==> src/logic/i2c_master_defines.vh <==
// Register offsets, field positions, reset values and timing constants of the bus master unit.
`ifndef I2C_MASTER_DEFINES_VH
`define I2C_MASTER_DEFINES_VH
`define ADDR_MASTER_ENABLE 16'h4340
`define ADDR_MASTER_CONTROL 16'h4342
`define ADDR_MASTER_DATA 16'h4344
`define ADDR_IRQ_CONTROL 16'h4346
`define BIT_ENABLE 0
`define BIT_START 0
`define BIT_STOP 1
`define BIT_FILTER 4
`define BIT_TX_BUSY 8
`define BIT_RX_BUSY 9
`define BIT_ACK 8
`define BIT_TX_GO 9
`define BIT_RX_GO 10
`define BIT_RX_READY 11
`define BIT_TX_IRQ_EN 0
`define BIT_RX_IRQ_EN 1
`define ZERO16 16'h0000
`define ZERO8 8'h00
`define LAST_BIT 4'h8
`define BIT_CNT_ZERO 4'h0
`define PHASE_ZERO 2'h0
`define PHASE_SAMPLE 2'h2
`define PHASE_LAST 2'h3
`define FILTER_LEN 3
`define FILTER_ONES 3'h7
`define FILTER_ZEROS 3'h0
`endif

==> src/logic/i2c_master_ctrl.v <==
// Register file, byte engine and interrupt line of the two-wire bus master unit.
//
// Implementation choice: the plain strobed port.
`timescale 1ns/1ps
`include "i2c_master_defines.vh"
module i2c_master_ctrl (
	input wire clk_i,
	input wire rst_i,
	input wire [15:0] addr_i,
	input wire [15:0] wdata_i,
	input wire wr_i,
	input wire rd_i,
	output reg [15:0] rdata_o,
	input wire bit_clk_i,
	input wire sda_i,
	output wire sda_o,
	output wire sda_oe_o,
	input wire scl_i,
	output wire scl_o,
	output wire scl_oe_o,
	output wire irq_o
);
	// -------------------------------------------------------------
	// States and storage
	// -------------------------------------------------------------
	localparam [6:0] ST_IDLE = 7'b0000001;
	localparam [6:0] ST_START = 7'b0000010;
	localparam [6:0] ST_HOLD = 7'b0000100;
	localparam [6:0] ST_TX = 7'b0001000;
	localparam [6:0] ST_RX = 7'b0010000;
	localparam [6:0] ST_STOP = 7'b0100000;
	localparam [6:0] ST_RSTART = 7'b1000000;

	reg [6:0] state;
	reg [1:0] phase;
	reg [3:0] bit_cnt;
	reg [7:0] shifter;
	reg [7:0] byte_data_field;
	reg module_enable_bit;
	reg noise_filter_on;
	reg stop_request;
	reg start_request;
	reg transmit_go;
	reg receive_go;
	reg ack_bit;
	reg receive_ready_flag;
	reg transmit_busy_flag;
	reg receive_busy_flag;
	reg tx_empty_pending;
	reg tx_empty_irq_enable;
	reg rx_full_irq_enable;
	reg bus_busy;
	reg scl_drive_low;
	reg sda_drive_low;
	reg tick_prev;
	wire tick;
	wire sda_clean;
	wire scl_clean;
	wire wr_en;
	wire wr_ctl;
	wire wr_dat;
	wire wr_ictl;
	wire rd_dat;
	wire load_tx;
	wire load_rx;
	wire rx_done;
	wire stop_ok;

	// -------------------------------------------------------------
	// Input filters and bit clock edge
	// -------------------------------------------------------------
	// Both bus inputs share one filter switch.
	line_filter sda_filter (
		.clk_i(clk_i),
		.rst_i(rst_i),
		.on_i(noise_filter_on),
		.raw_i(sda_i),
		.clean_o(sda_clean)
	);
	line_filter scl_filter (
		.clk_i(clk_i),
		.rst_i(rst_i),
		.on_i(noise_filter_on),
		.raw_i(scl_i),
		.clean_o(scl_clean)
	);

	// Quarter-bit phases advance on rising edges of the timer clock. A released clock line
	// that still reads low means a slave is stretching it, so the high phase waits for it.
	assign tick = bit_clk_i & ~tick_prev & module_enable_bit &
		(scl_clean | scl_drive_low | (phase != `PHASE_SAMPLE));

	// -------------------------------------------------------------
	// Register bus decode
	// -------------------------------------------------------------
	assign wr_en = wr_i && (addr_i == `ADDR_MASTER_ENABLE);
	assign wr_ctl = wr_i && (addr_i == `ADDR_MASTER_CONTROL);
	assign wr_dat = wr_i && (addr_i == `ADDR_MASTER_DATA);
	assign wr_ictl = wr_i && (addr_i == `ADDR_IRQ_CONTROL);
	assign rd_dat = rd_i && (addr_i == `ADDR_MASTER_DATA);

	// Engine events that load a byte to send, start a receive, finish a received byte, or allow a stop.
	assign load_tx = tick && (phase == `PHASE_LAST) && transmit_go && bus_busy &&
		((state == ST_HOLD) || ((state == ST_TX || state == ST_RX) && bit_cnt == `LAST_BIT));
	assign load_rx = tick && (phase == `PHASE_LAST) && !transmit_go && receive_go &&
		bus_busy && ((state == ST_HOLD) ||
		((state == ST_TX || state == ST_RX) && bit_cnt == `LAST_BIT));
	assign rx_done = tick && (state == ST_RX) && (phase == `PHASE_LAST) &&
		(bit_cnt == `LAST_BIT);
	assign stop_ok = stop_request && !transmit_go && !receive_go && !start_request;

	// Clock line: the engine holds it low in phases 0 and 1 of each bit.
	assign scl_o = 1'b0;
	assign scl_oe_o = scl_drive_low;
	assign sda_o = 1'b0;
	assign sda_oe_o = sda_drive_low;

	// Shared request line, each cause gated by its own enable.
	assign irq_o = (tx_empty_pending & tx_empty_irq_enable) |
		(receive_ready_flag & rx_full_irq_enable);

	// -------------------------------------------------------------
	// Read data, one cycle after the strobe
	// -------------------------------------------------------------
	// Unused bits and unmapped addresses answer zero.
	always @(posedge clk_i or posedge rst_i) begin
		if (rst_i) begin
			rdata_o <= `ZERO16;
		end else begin
			rdata_o <= `ZERO16;
			if (rd_i) begin
				case (addr_i)
				`ADDR_MASTER_ENABLE: begin
					rdata_o[`BIT_ENABLE] <= module_enable_bit;
				end
				`ADDR_MASTER_CONTROL: begin
					rdata_o[`BIT_RX_BUSY] <= receive_busy_flag;
					rdata_o[`BIT_TX_BUSY] <= transmit_busy_flag;
					rdata_o[`BIT_FILTER] <= noise_filter_on;
					rdata_o[`BIT_STOP] <= stop_request;
					rdata_o[`BIT_START] <= start_request;
				end
				`ADDR_MASTER_DATA: begin
					rdata_o[`BIT_RX_READY] <= receive_ready_flag;
					rdata_o[`BIT_RX_GO] <= receive_go;
					rdata_o[`BIT_TX_GO] <= transmit_go;
					rdata_o[`BIT_ACK] <= ack_bit;
					rdata_o[7:0] <= byte_data_field;
				end
				`ADDR_IRQ_CONTROL: begin
					rdata_o[`BIT_RX_IRQ_EN] <= rx_full_irq_enable;
					rdata_o[`BIT_TX_IRQ_EN] <= tx_empty_irq_enable;
				end
				default: begin
					rdata_o <= `ZERO16;
				end
				endcase
			end
		end
	end

	// -------------------------------------------------------------
	// Software-visible control bits
	// -------------------------------------------------------------
	// Hardware set events win over software clears in the same cycle.
	always @(posedge clk_i or posedge rst_i) begin
		if (rst_i) begin
			module_enable_bit <= 1'b0;
			noise_filter_on <= 1'b0;
			tx_empty_irq_enable <= 1'b0;
			rx_full_irq_enable <= 1'b0;
			byte_data_field <= `ZERO8;
			transmit_go <= 1'b0;
			receive_go <= 1'b0;
			ack_bit <= 1'b0;
			receive_ready_flag <= 1'b0;
			tx_empty_pending <= 1'b0;
		end else begin
			if (wr_en)
				module_enable_bit <= wdata_i[`BIT_ENABLE];
			if (wr_ctl)
				noise_filter_on <= wdata_i[`BIT_FILTER];
			if (wr_ictl) begin
				rx_full_irq_enable <= wdata_i[`BIT_RX_IRQ_EN];
				tx_empty_irq_enable <= wdata_i[`BIT_TX_IRQ_EN];
			end
			// Software writes to the data register.
			if (wr_dat) begin
				byte_data_field <= wdata_i[7:0];
				ack_bit <= wdata_i[`BIT_ACK];
				transmit_go <= wdata_i[`BIT_TX_GO];
				receive_go <= wdata_i[`BIT_RX_GO];
				tx_empty_pending <= 1'b0;
			end
			// Reading the data field drops the receive-ready flag.
			if (rd_dat)
				receive_ready_flag <= 1'b0;
			// Byte moves into the shifter: go bit clears unless software sets it again now.
			if (load_tx) begin
				transmit_go <= wr_dat && wdata_i[`BIT_TX_GO];
				tx_empty_pending <= 1'b1;
			end
			if (load_rx)
				receive_go <= wr_dat && wdata_i[`BIT_RX_GO];
			// Received byte lands in the data field.
			if (rx_done) begin
				byte_data_field <= shifter;
				receive_ready_flag <= 1'b1;
			end
			// Sampled acknowledge of a sent byte.
			if (tick && state == ST_TX && phase == 2'h2 && bit_cnt == `LAST_BIT)
				ack_bit <= sda_clean;
		end
	end

	// -------------------------------------------------------------
	// Bus engine
	// -------------------------------------------------------------
	// Each bit takes four ticks; the clock line is high in phases 2 and 3.
	always @(posedge clk_i or posedge rst_i) begin
		if (rst_i) begin
			state <= ST_IDLE;
			phase <= `PHASE_ZERO;
			bit_cnt <= `BIT_CNT_ZERO;
			shifter <= `ZERO8;
			start_request <= 1'b0;
			stop_request <= 1'b0;
			bus_busy <= 1'b0;
			transmit_busy_flag <= 1'b0;
			receive_busy_flag <= 1'b0;
			scl_drive_low <= 1'b0;
			sda_drive_low <= 1'b0;
			tick_prev <= 1'b0;
		end else begin
			tick_prev <= bit_clk_i;
			if (wr_ctl) begin
				start_request <= wdata_i[`BIT_START];
				stop_request <= wdata_i[`BIT_STOP];
			end
			if (!module_enable_bit) begin
				// Disabled: release both lines and idle.
				state <= ST_IDLE;
				phase <= `PHASE_ZERO;
				bus_busy <= 1'b0;
				transmit_busy_flag <= 1'b0;
				receive_busy_flag <= 1'b0;
				scl_drive_low <= 1'b0;
				sda_drive_low <= 1'b0;
			end else if (tick) begin
				phase <= phase + 2'h1;
				case (state)
				ST_IDLE: begin
					phase <= `PHASE_ZERO;
					if (start_request && !bus_busy) begin
						state <= ST_START;
						phase <= 2'h1;
					end
				end
				ST_START: begin
					// Data falls while the clock is high, then clock goes low.
					if (phase == 2'h2)
						sda_drive_low <= 1'b1;
					if (phase == `PHASE_LAST) begin
						scl_drive_low <= 1'b1;
						start_request <= 1'b0;
						bus_busy <= 1'b1;
						state <= ST_HOLD;
					end
				end
				ST_RSTART: begin
					// Release data, raise clock, then drop data for a repeated start.
					if (phase == `PHASE_ZERO)
						sda_drive_low <= 1'b0;
					if (phase == 2'h1)
						scl_drive_low <= 1'b0;
					if (phase == 2'h2)
						sda_drive_low <= 1'b1;
					if (phase == `PHASE_LAST) begin
						scl_drive_low <= 1'b1;
						start_request <= 1'b0;
						state <= ST_HOLD;
					end
				end
				ST_STOP: begin
					// Data low, clock high, then data released high.
					if (phase == `PHASE_ZERO)
						sda_drive_low <= 1'b1;
					if (phase == 2'h1)
						scl_drive_low <= 1'b0;
					if (phase == 2'h2)
						sda_drive_low <= 1'b0;
					if (phase == `PHASE_LAST) begin
						stop_request <= 1'b0;
						bus_busy <= 1'b0;
						state <= ST_IDLE;
					end
				end
				default: begin
					// ST_HOLD, ST_TX and ST_RX: clock pulses and byte hand-over.
					if (state != ST_HOLD) begin
						if (phase == `PHASE_ZERO) begin
							if (bit_cnt == `LAST_BIT)
								sda_drive_low <= (state == ST_RX) && !ack_bit;
							else if (state == ST_TX)
								sda_drive_low <= !shifter[7];
							else
								sda_drive_low <= 1'b0;
						end
						if (phase == 2'h1)
							scl_drive_low <= 1'b0;
						if (phase == 2'h2 && state == ST_RX && bit_cnt != `LAST_BIT)
							shifter <= {shifter[6:0], sda_clean};
						if (phase == 2'h2 && state == ST_TX)
							shifter <= {shifter[6:0], 1'b0};
						if (phase == `PHASE_LAST) begin
							scl_drive_low <= 1'b1;
							bit_cnt <= bit_cnt + 4'h1;
						end
					end
					if (phase == `PHASE_LAST &&
						(state == ST_HOLD || bit_cnt == `LAST_BIT)) begin
						bit_cnt <= `BIT_CNT_ZERO;
						transmit_busy_flag <= load_tx;
						receive_busy_flag <= load_rx;
						if (load_tx) begin
							shifter <= byte_data_field;
							state <= ST_TX;
						end else if (load_rx) begin
							state <= ST_RX;
						end else if (start_request) begin
							state <= ST_RSTART;
						end else if (stop_ok) begin
							state <= ST_STOP;
						end else begin
							state <= ST_HOLD;
							sda_drive_low <= 1'b0;
						end
					end
				end
				endcase
			end
		end
	end
endmodule // i2c_master_ctrl

==> src/logic/line_filter.v <==
// Noise filter that passes a line level only after it has held for three samples.
`timescale 1ns/1ps
`include "i2c_master_defines.vh"
module line_filter (
	input wire clk_i,
	input wire rst_i,
	input wire on_i,
	input wire raw_i,
	output reg clean_o
);
	reg [`FILTER_LEN-1:0] hist;
	// -------------------------------------------------------------
	// Shift history and update the filtered level.
	// -------------------------------------------------------------
	// A bypassed filter follows the input directly; an enabled one needs agreement.
	always @(posedge clk_i or posedge rst_i) begin
		if (rst_i) begin
			hist <= `FILTER_ONES;
			clean_o <= 1'b1;
		end else begin
			hist <= {hist[`FILTER_LEN-2:0], raw_i};
			if (!on_i)
				clean_o <= raw_i;
			else if (hist == `FILTER_ONES)
				clean_o <= 1'b1;
			else if (hist == `FILTER_ZEROS)
				clean_o <= 1'b0;
		end
	end
endmodule // line_filter

==> config.mk <==
export PLATFORM = sky130hd
export DESIGN_NAME = i2c_master_ctrl
export DESIGN_NICKNAME = d
export VERILOG_FILES = /design/src/logic/i2c_master_ctrl.v /design/src/logic/line_filter.v
export VERILOG_INCLUDE_DIRS = /design/src /design/src/logic
export SDC_FILE = /design/constraint.sdc
export NUM_CORES = 1
export LEC_CHECK = 0
export BUFFER_PORTS_ARGS = -buffer_cell sky130_fd_sc_hd__buf_2
export CAP_MARGIN = 5
export CELL_PAD_IN_SITES_DETAIL_PLACEMENT = 0
export CELL_PAD_IN_SITES_GLOBAL_PLACEMENT = 1
export CORE_UTILIZATION = 44
export DETAILED_ROUTE_END_ITERATION = 6
export PLACE_DENSITY_LB_ADDON = 0.1
export SLEW_MARGIN = 20
export SYNTH_ARGS = -nofsm -noshare
export SYNTH_HDL_FRONTEND = slang
export SYNTH_SLANG_ARGS = --single-unit
export TNS_END_PERCENT = 1
==> constraint.sdc <==
create_clock -name clk_i -period 3.37 [get_ports clk_i]
set_clock_uncertainty 0.05 [all_clocks]
set_input_delay 0.337 -clock clk_i [delete_from_list [all_inputs] [get_ports clk_i]]
set_output_delay 0.337 -clock clk_i [all_outputs]
set_load 0.005 [all_outputs]
# Yosys cells after proc, flatten, opt, wreduce, memory -nomap -nowiden
# Index checks and enable logic that the tools add are counted.
# word_totals
reg_bits,70
latch_bits,0
mem_bits_rw,0
romBits,0
in_bits,39
elab_cells,229
n_memories,0
# op_classes
addsub,2
n_mul,0
div_mod_pow,0
n_lt_le_gt_ge,0
eq_ne,36
shifts,0
n_mux,95
n_bitwise,10
reduce_logical,59
# ops
operator,n
$eq A16 B15 Y1 const B,4
$mux W7,9
$mux W1,60
$mux W8,7
$logic_and A1 B1 Y1,31
$pmux W7 S3,1
$reduce_and A5 Y1,3
$reduce_bool A2 Y1,7
$mux W12,1
$mux W4,3
$ne A3 B3 Y1 const B,4
$ne A4 B4 Y1 const B,3
$pmux W1 S4,3
$mux W2,5
$ne A3 B1 Y1 const B,3
$reduce_and A4 Y1,2
$eq A7 B1 Y1 const B,1
$eq A7 B2 Y1 const B,1
$eq A7 B3 Y1 const B,1
$eq A7 B4 Y1 const B,1
$eq A7 B5 Y1 const B,1
$eq A7 B6 Y1 const B,1
$eq A7 B7 Y1 const B,1
$ne A7 B3 Y1 const B,1
26 further kinds,48

# Logic depth before layout (Yosys ltp)
# depth
ltp_word,15
mapped_depth,8
mapped_depth_nobuf,7

# Hierarchy
# A second synthesis with hierarchy kept.
# hier_totals
hier_cells,361
area_unflattened_um2,3644.7
# by_module_without_submodules
module,instances,cells_each,area_per_inst_um2,seq_area_each_um2
i2c_master_ctrl,1,341,3359.5,1452.6
line_filter,2,10,142.6,105.1

# Worst setup path before layout
# No wires, ideal clock.
# synth_timing
kind,reg-to-reg
start,register phase[0]
end,register state[2]
setup_ps,125
arrival_time_ps,2269
path_slack_ps,927
stages_incl_launch_ff,8
path_buffers,0
cell_sequence,dfrtp_1 -> inv_1 -> ha_1 -> nor3b_1 -> nor3_1 -> o21ai_1 -> o41ai_4 -> mux2_2
# synth_between
elab_chain_cells,14
# synth_lines
item,line_no,text
from (decl),i2c_master_ctrl.v:35,reg [1:0] phase;
from (signal assigned),i2c_master_ctrl.v:223,phase <= `PHASE_ZERO;
from (signal assigned),i2c_master_ctrl.v:243,phase <= `PHASE_ZERO;
from (signal assigned),i2c_master_ctrl.v:250,phase <= phase + 2'h1;
$ne A2 B2 Y1 (no line),--,
$or A1 B1 Y1,i2c_master_ctrl.v:91,(scl_clean | scl_drive_low | (phase != `PHASE_SAMPLE));
$and A1 B1 Y1,i2c_master_ctrl.v:90,assign tick = bit_clk_i & ~tick_prev & module_enable_bit &
$logic_and A1 B1 Y1,"i2c_master_ctrl.v:103, i2c_master_ctrl.v:105",
$logic_and A1 B1 Y1 (4 in a row),i2c_master_ctrl.v:105,assign load_rx = tick && (phase == `PHASE_LAST) && !transmit_go && receive_go &&
$mux W7,i2c_master_ctrl.v:328,end else if (load_rx) begin
$mux W7,i2c_master_ctrl.v:325,if (load_tx) begin
$mux W7,i2c_master_ctrl.v:320,if (phase == `PHASE_LAST &&
$pmux W7 S3,i2c_master_ctrl.v:251,case (state)
$mux W7,i2c_master_ctrl.v:249,end else if (tick) begin
$mux W7,i2c_master_ctrl.v:240,if (!module_enable_bit) begin
to (signal assigned),i2c_master_ctrl.v:242,state <= ST_IDLE;
to (signal assigned),i2c_master_ctrl.v:255,state <= ST_START;
to (signal assigned),i2c_master_ctrl.v:327,state <= ST_TX;
to (decl),i2c_master_ctrl.v:34,reg [6:0] state;
# Several ways; a longest one is shown, not always the timed one. The select of a mux whose other input is x is not followed.
# A chain may end at the register's enable or synchronous reset.

# Worst setup path in the final report
# layout_timing
start,register state[5]
end,register state[5]
# layout_between
elab_chain_cells,11
# layout_lines
item,line_no,text
from (signal assigned),i2c_master_ctrl.v:222,state <= ST_IDLE;
from (signal assigned),i2c_master_ctrl.v:242,
from (signal assigned),i2c_master_ctrl.v:255,
$eq A7 B4 Y1 or $eq A7 B5 Y1 (tied branches),"i2c_master_ctrl.v:104, i2c_master_ctrl.v:107",
$logic_or A1 B1 Y1,"i2c_master_ctrl.v:104, i2c_master_ctrl.v:107",
$logic_and A1 B1 Y1 (no line),--,
$logic_or A1 B1 Y1,"i2c_master_ctrl.v:104, i2c_master_ctrl.v:106",
$logic_and A1 B1 Y1,i2c_master_ctrl.v:105,
$mux W7,i2c_master_ctrl.v:328,
$mux W7,i2c_master_ctrl.v:325,
$mux W7,i2c_master_ctrl.v:320,
$pmux W7 S3,i2c_master_ctrl.v:251,
$mux W7,i2c_master_ctrl.v:249,
$mux W7,i2c_master_ctrl.v:240,
# Several ways; a longest one is shown, not always the timed one. The select of a mux whose other input is x is not followed.

==> results.md <==
- Outcome: finished, final reports clean
- Drt initial violations: 172
- Routed wire length: 8250 um
- Crit-path cells: nor4_1 -> a32o_1 -> nor3_1 -> o41ai_4 -> mux2_2
- Startpoint types: flip-flop
- Post-synthesis xor/xnor area fraction: less than 1%
- Multiplexer area fraction after synthesis: 10.6%
- Power per cell area: between 300 and 400 nW/um2
- Async SR Flop Fraction: 100%
- Die X: slightly above 90 um
- RSZ-0062 raised after global routing: no
- Detailed Routing Iterations Pass 1: 4
- Critical Path Source: state[5]$_DFFE_PP0P_
- Tcrit/Tclk final: between 80 and 90%
- H-tree depth reported by CTS: 3
- Largest buffer count on any clock path: 2
- Nets: roughly 440
- Sum Neg Setup Slack: 0 ps
- Capture point of the worst reg-to-reg path: state[5]$_DFFE_PP0P_
- WP data required: around 3600 ps
- Worst R2R Start: state[5]$_DFFE_PP0P_
- Area grow syn2layout: 14.9%
- Final WS setup: between 600 and 700 ps
- Clock sink total: 66
- Synth Area in Adders: 2.09%
- Num CTS Buffers: 9
- Gr usage total: 20.9%
- DRC: 0
- Worst EP arrival: 2940 ps
- Slowest-stage cell, CP: nor4_1
- Peak VDD IR: 0.000209 V
- Main combinational cell family by area after synthesis: simple AND/OR/NAND/NOR gates
- Yosys warning total: 0
- Post-CTS sizing: 0
- Drt via density: around 5.5
- Leak pwr: 1.94 nW
- Worst Path Max Fanout: 13
- CTS Root Cell: clkbuf_8
- IO buf count: 48
- Routed Antenna Nets: 0
- Chip Height: 92.3 um
- Core Rows: 32
- Synth Area per Inst: 10.5 um2
- Worst-path clk slew: approximately 70 ps
- Max-Cap Viols: 0
- Synth Area in Compound Gates: 14.1%
- I/O pin total: 60
- Routed len/inst: 16.6 um
- Cell count of the worst reg-to-reg path: 5
- Period minus WS final: 2760 ps
- Post-synth EDFFs: 0
- Hold WC Path Type: input pin to flip-flop
- R2r setup slk: ~610 ps
- CTS tree: done
- Die area: between 8000 and 9000 um2
- Final Hold Violating Endpoints: 0
- Worst skew pair latency: 340 ps
- Synth Instances: 341
- Initial cell density of the core: between 40% and 50%
- Unique masters post-synth: 66
- Gpl congestion: 0.816
- Critical Path Max Stage Delay: 580 ps
- Final setup viols: 0
- Critical path class: flip-flop to flip-flop
- First-pass GRT wire length: between 10,000 and 15,000 um
- CP endpoint kind: flip-flop
- Top_reg_cell synth: dfrtp_1
- Sequential share of the synthesized area: between 40% and 50%
- Slew of the pin with the lowest slew margin: 841 ps
- Core Footprint: 7810 um2
- Fill cells: 744
- Ratio of cells with drive above 1 in the final layout: 28.0%
- Crit path capture: state[5]$_DFFE_PP0P_
- Antenna diodes: 0
- Cell Area, Synth: 3590 um2
- Largest net degree at the start of global routing: 67
- Final number of max-transition violations: 0
- Postcts setup bufs: 0
- Simple-gate share of the synthesized area: 20.7%
- Post-DP HPWL: 5910 um
- Total gr overflow: 0
- Initial antenna violation count: 0
- Yosys reg bits: 66
- Relative slew slack: 43.9%
- Pre-CTS worst setup slack: 645 ps
- Number of global-route vias before repair: between 2,000 and 3,000
- Reg area: 1660 um2
- Multi-input logic area: 1760 um2
- Max Fclk: 0.362 GHz
- Hold_buf cts: 0
- Vias post-DR: 2,735
worst max-delay path: cells and delay by family, from the launching register on:
kind | cells | cell delay, ps
AO/OA/AOI/OAI | 2 | 950
flip-flops | 1 | 530
multiplexers | 1 | 410
AND/OR/NAND/NOR | 2 | 710
per-stage QoR:
| step | area (um2) | utilization (%) | cells | total power, mW | hold WS, ps |
|---|---|---|---|---|---|
| global route | 4120 | 52.8 | 498 | 1.65 | 27.7 |
| finish | 4120 | 52.8 | 498 | 1.59 | 44.4 |
| floorplan | 3610 | - | 346 | 0.847 | 291 |
| CTS | 4120 | 52.8 | 498 | 1.61 | 37.5 |
| global placement | 3910 | 50.0 | 482 | 0.874 | 313 |
| detailed placement | 3910 | 50.0 | 482 | 0.875 | 315 |
layer usage:
layer / wire length, um / GRT usage [%] / up-vias
li1: - / - / 1332
met1: 4070 / 29.6 / 1344
met2: 3800 / 31.7 / 48
met3: 285 / 4.52 / 11
met4: 104 / 7.03 / 0
met5: 0 / 0 / -
layout make-up:
cell class	count	area share [%]
clock buffer	9	3.00
clock inverter	7	2.28
inverter	19	1.73
multi-input combinational	241	42.7
sequential	66	40.3
tap	102	3.09
timing repair buffer	54	6.92
synthesized netlist by cell type (5+ instances only):
library cell | count | area [um2]
nand4_1 | 5 | 31.3
dfstp_2 | 9 | 236
nand3_1 | 8 | 40.0
dfrtp_1 | 57 | 1430
ha_1 | 6 | 75.1
mux2_2 | 17 | 191
nand2b_1 | 6 | 37.5
buf_4 | 9 | 67.6
or3_1 | 7 | 43.8
mux2i_1 | 15 | 150
nor2_1 | 24 | 90.1
nand2_1 | 16 | 60.1
o22a_1 | 5 | 43.8
clkbuf_1 | 6 | 22.5
o21ai_0 | 11 | 55.1
and2_1 | 9 | 56.3
a21oi_1 | 17 | 85.1
inv_1 | 19 | 71.3
buf_2 | 5 | 25.0
nor3_1 | 10 | 50.1
placed cells by master (no fill, tap or decap), types with 7 or more instances in the layout:
master and n:
dfrtp_1 57, buf_2 48, nor2_1 24, inv_1 18, mux2_2 17, a21oi_1 17
nand2_1 16, mux2i_1 15, o21ai_0 11, nor3_1 10, and2_1 9, clkbuf_8 9
dfstp_2 9, nand3_1 8, or3_1 7
logic make-up after synthesis:
kind of cell	count (synthesis)
flip-flops	66
buffers and inverters	39
AND/OR/NAND/NOR	122
adder cells (fa/ha/maj)	6
multiplexers	34
AO/OA/AOI/OAI	69
other	1
XOR/XNOR	4
state kept, by name, indices dropped and copies added (netlist names), 2 cells and up:
| name | count |
|---|---|
| sda_filter.hist | 3 |
| shifter | 8 |
| state | 7 |
| scl_filter.hist | 3 |
| byte_data_field | 8 |
| bit_cnt | 4 |
| phase | 2 |
| rdata_o | 12 |
worst min path at each step:
stage,startpoint,endpoint,slack [ps],cells past startpoint
2_1_floorplan,scl_i,scl_filter.hist[0]$_DFF_PP1_,290,0
6_report,sda_i,sda_filter.hist[0]$_DFF_PP1_,40,1
3_3_place_gp,sda_filter.hist[1]$_DFF_PP1_,sda_filter.hist[2]$_DFF_PP1_,310,0
4_1_cts,sda_i,sda_filter.hist[0]$_DFF_PP1_,40,1
3_5_place_dp,scl_filter.hist[0]$_DFF_PP1_,scl_filter.hist[1]$_DFF_PP1_,310,0
5_1_grt,scl_i,scl_filter.hist[0]$_DFF_PP1_,30,1
power breakdown:
group	switching (mW)	internal, mW
Combinational	0.0326	0.0204
Sequential	0.00397	0.801
Clock	0.320	0.415
Power figures use the tool's default switching activity.
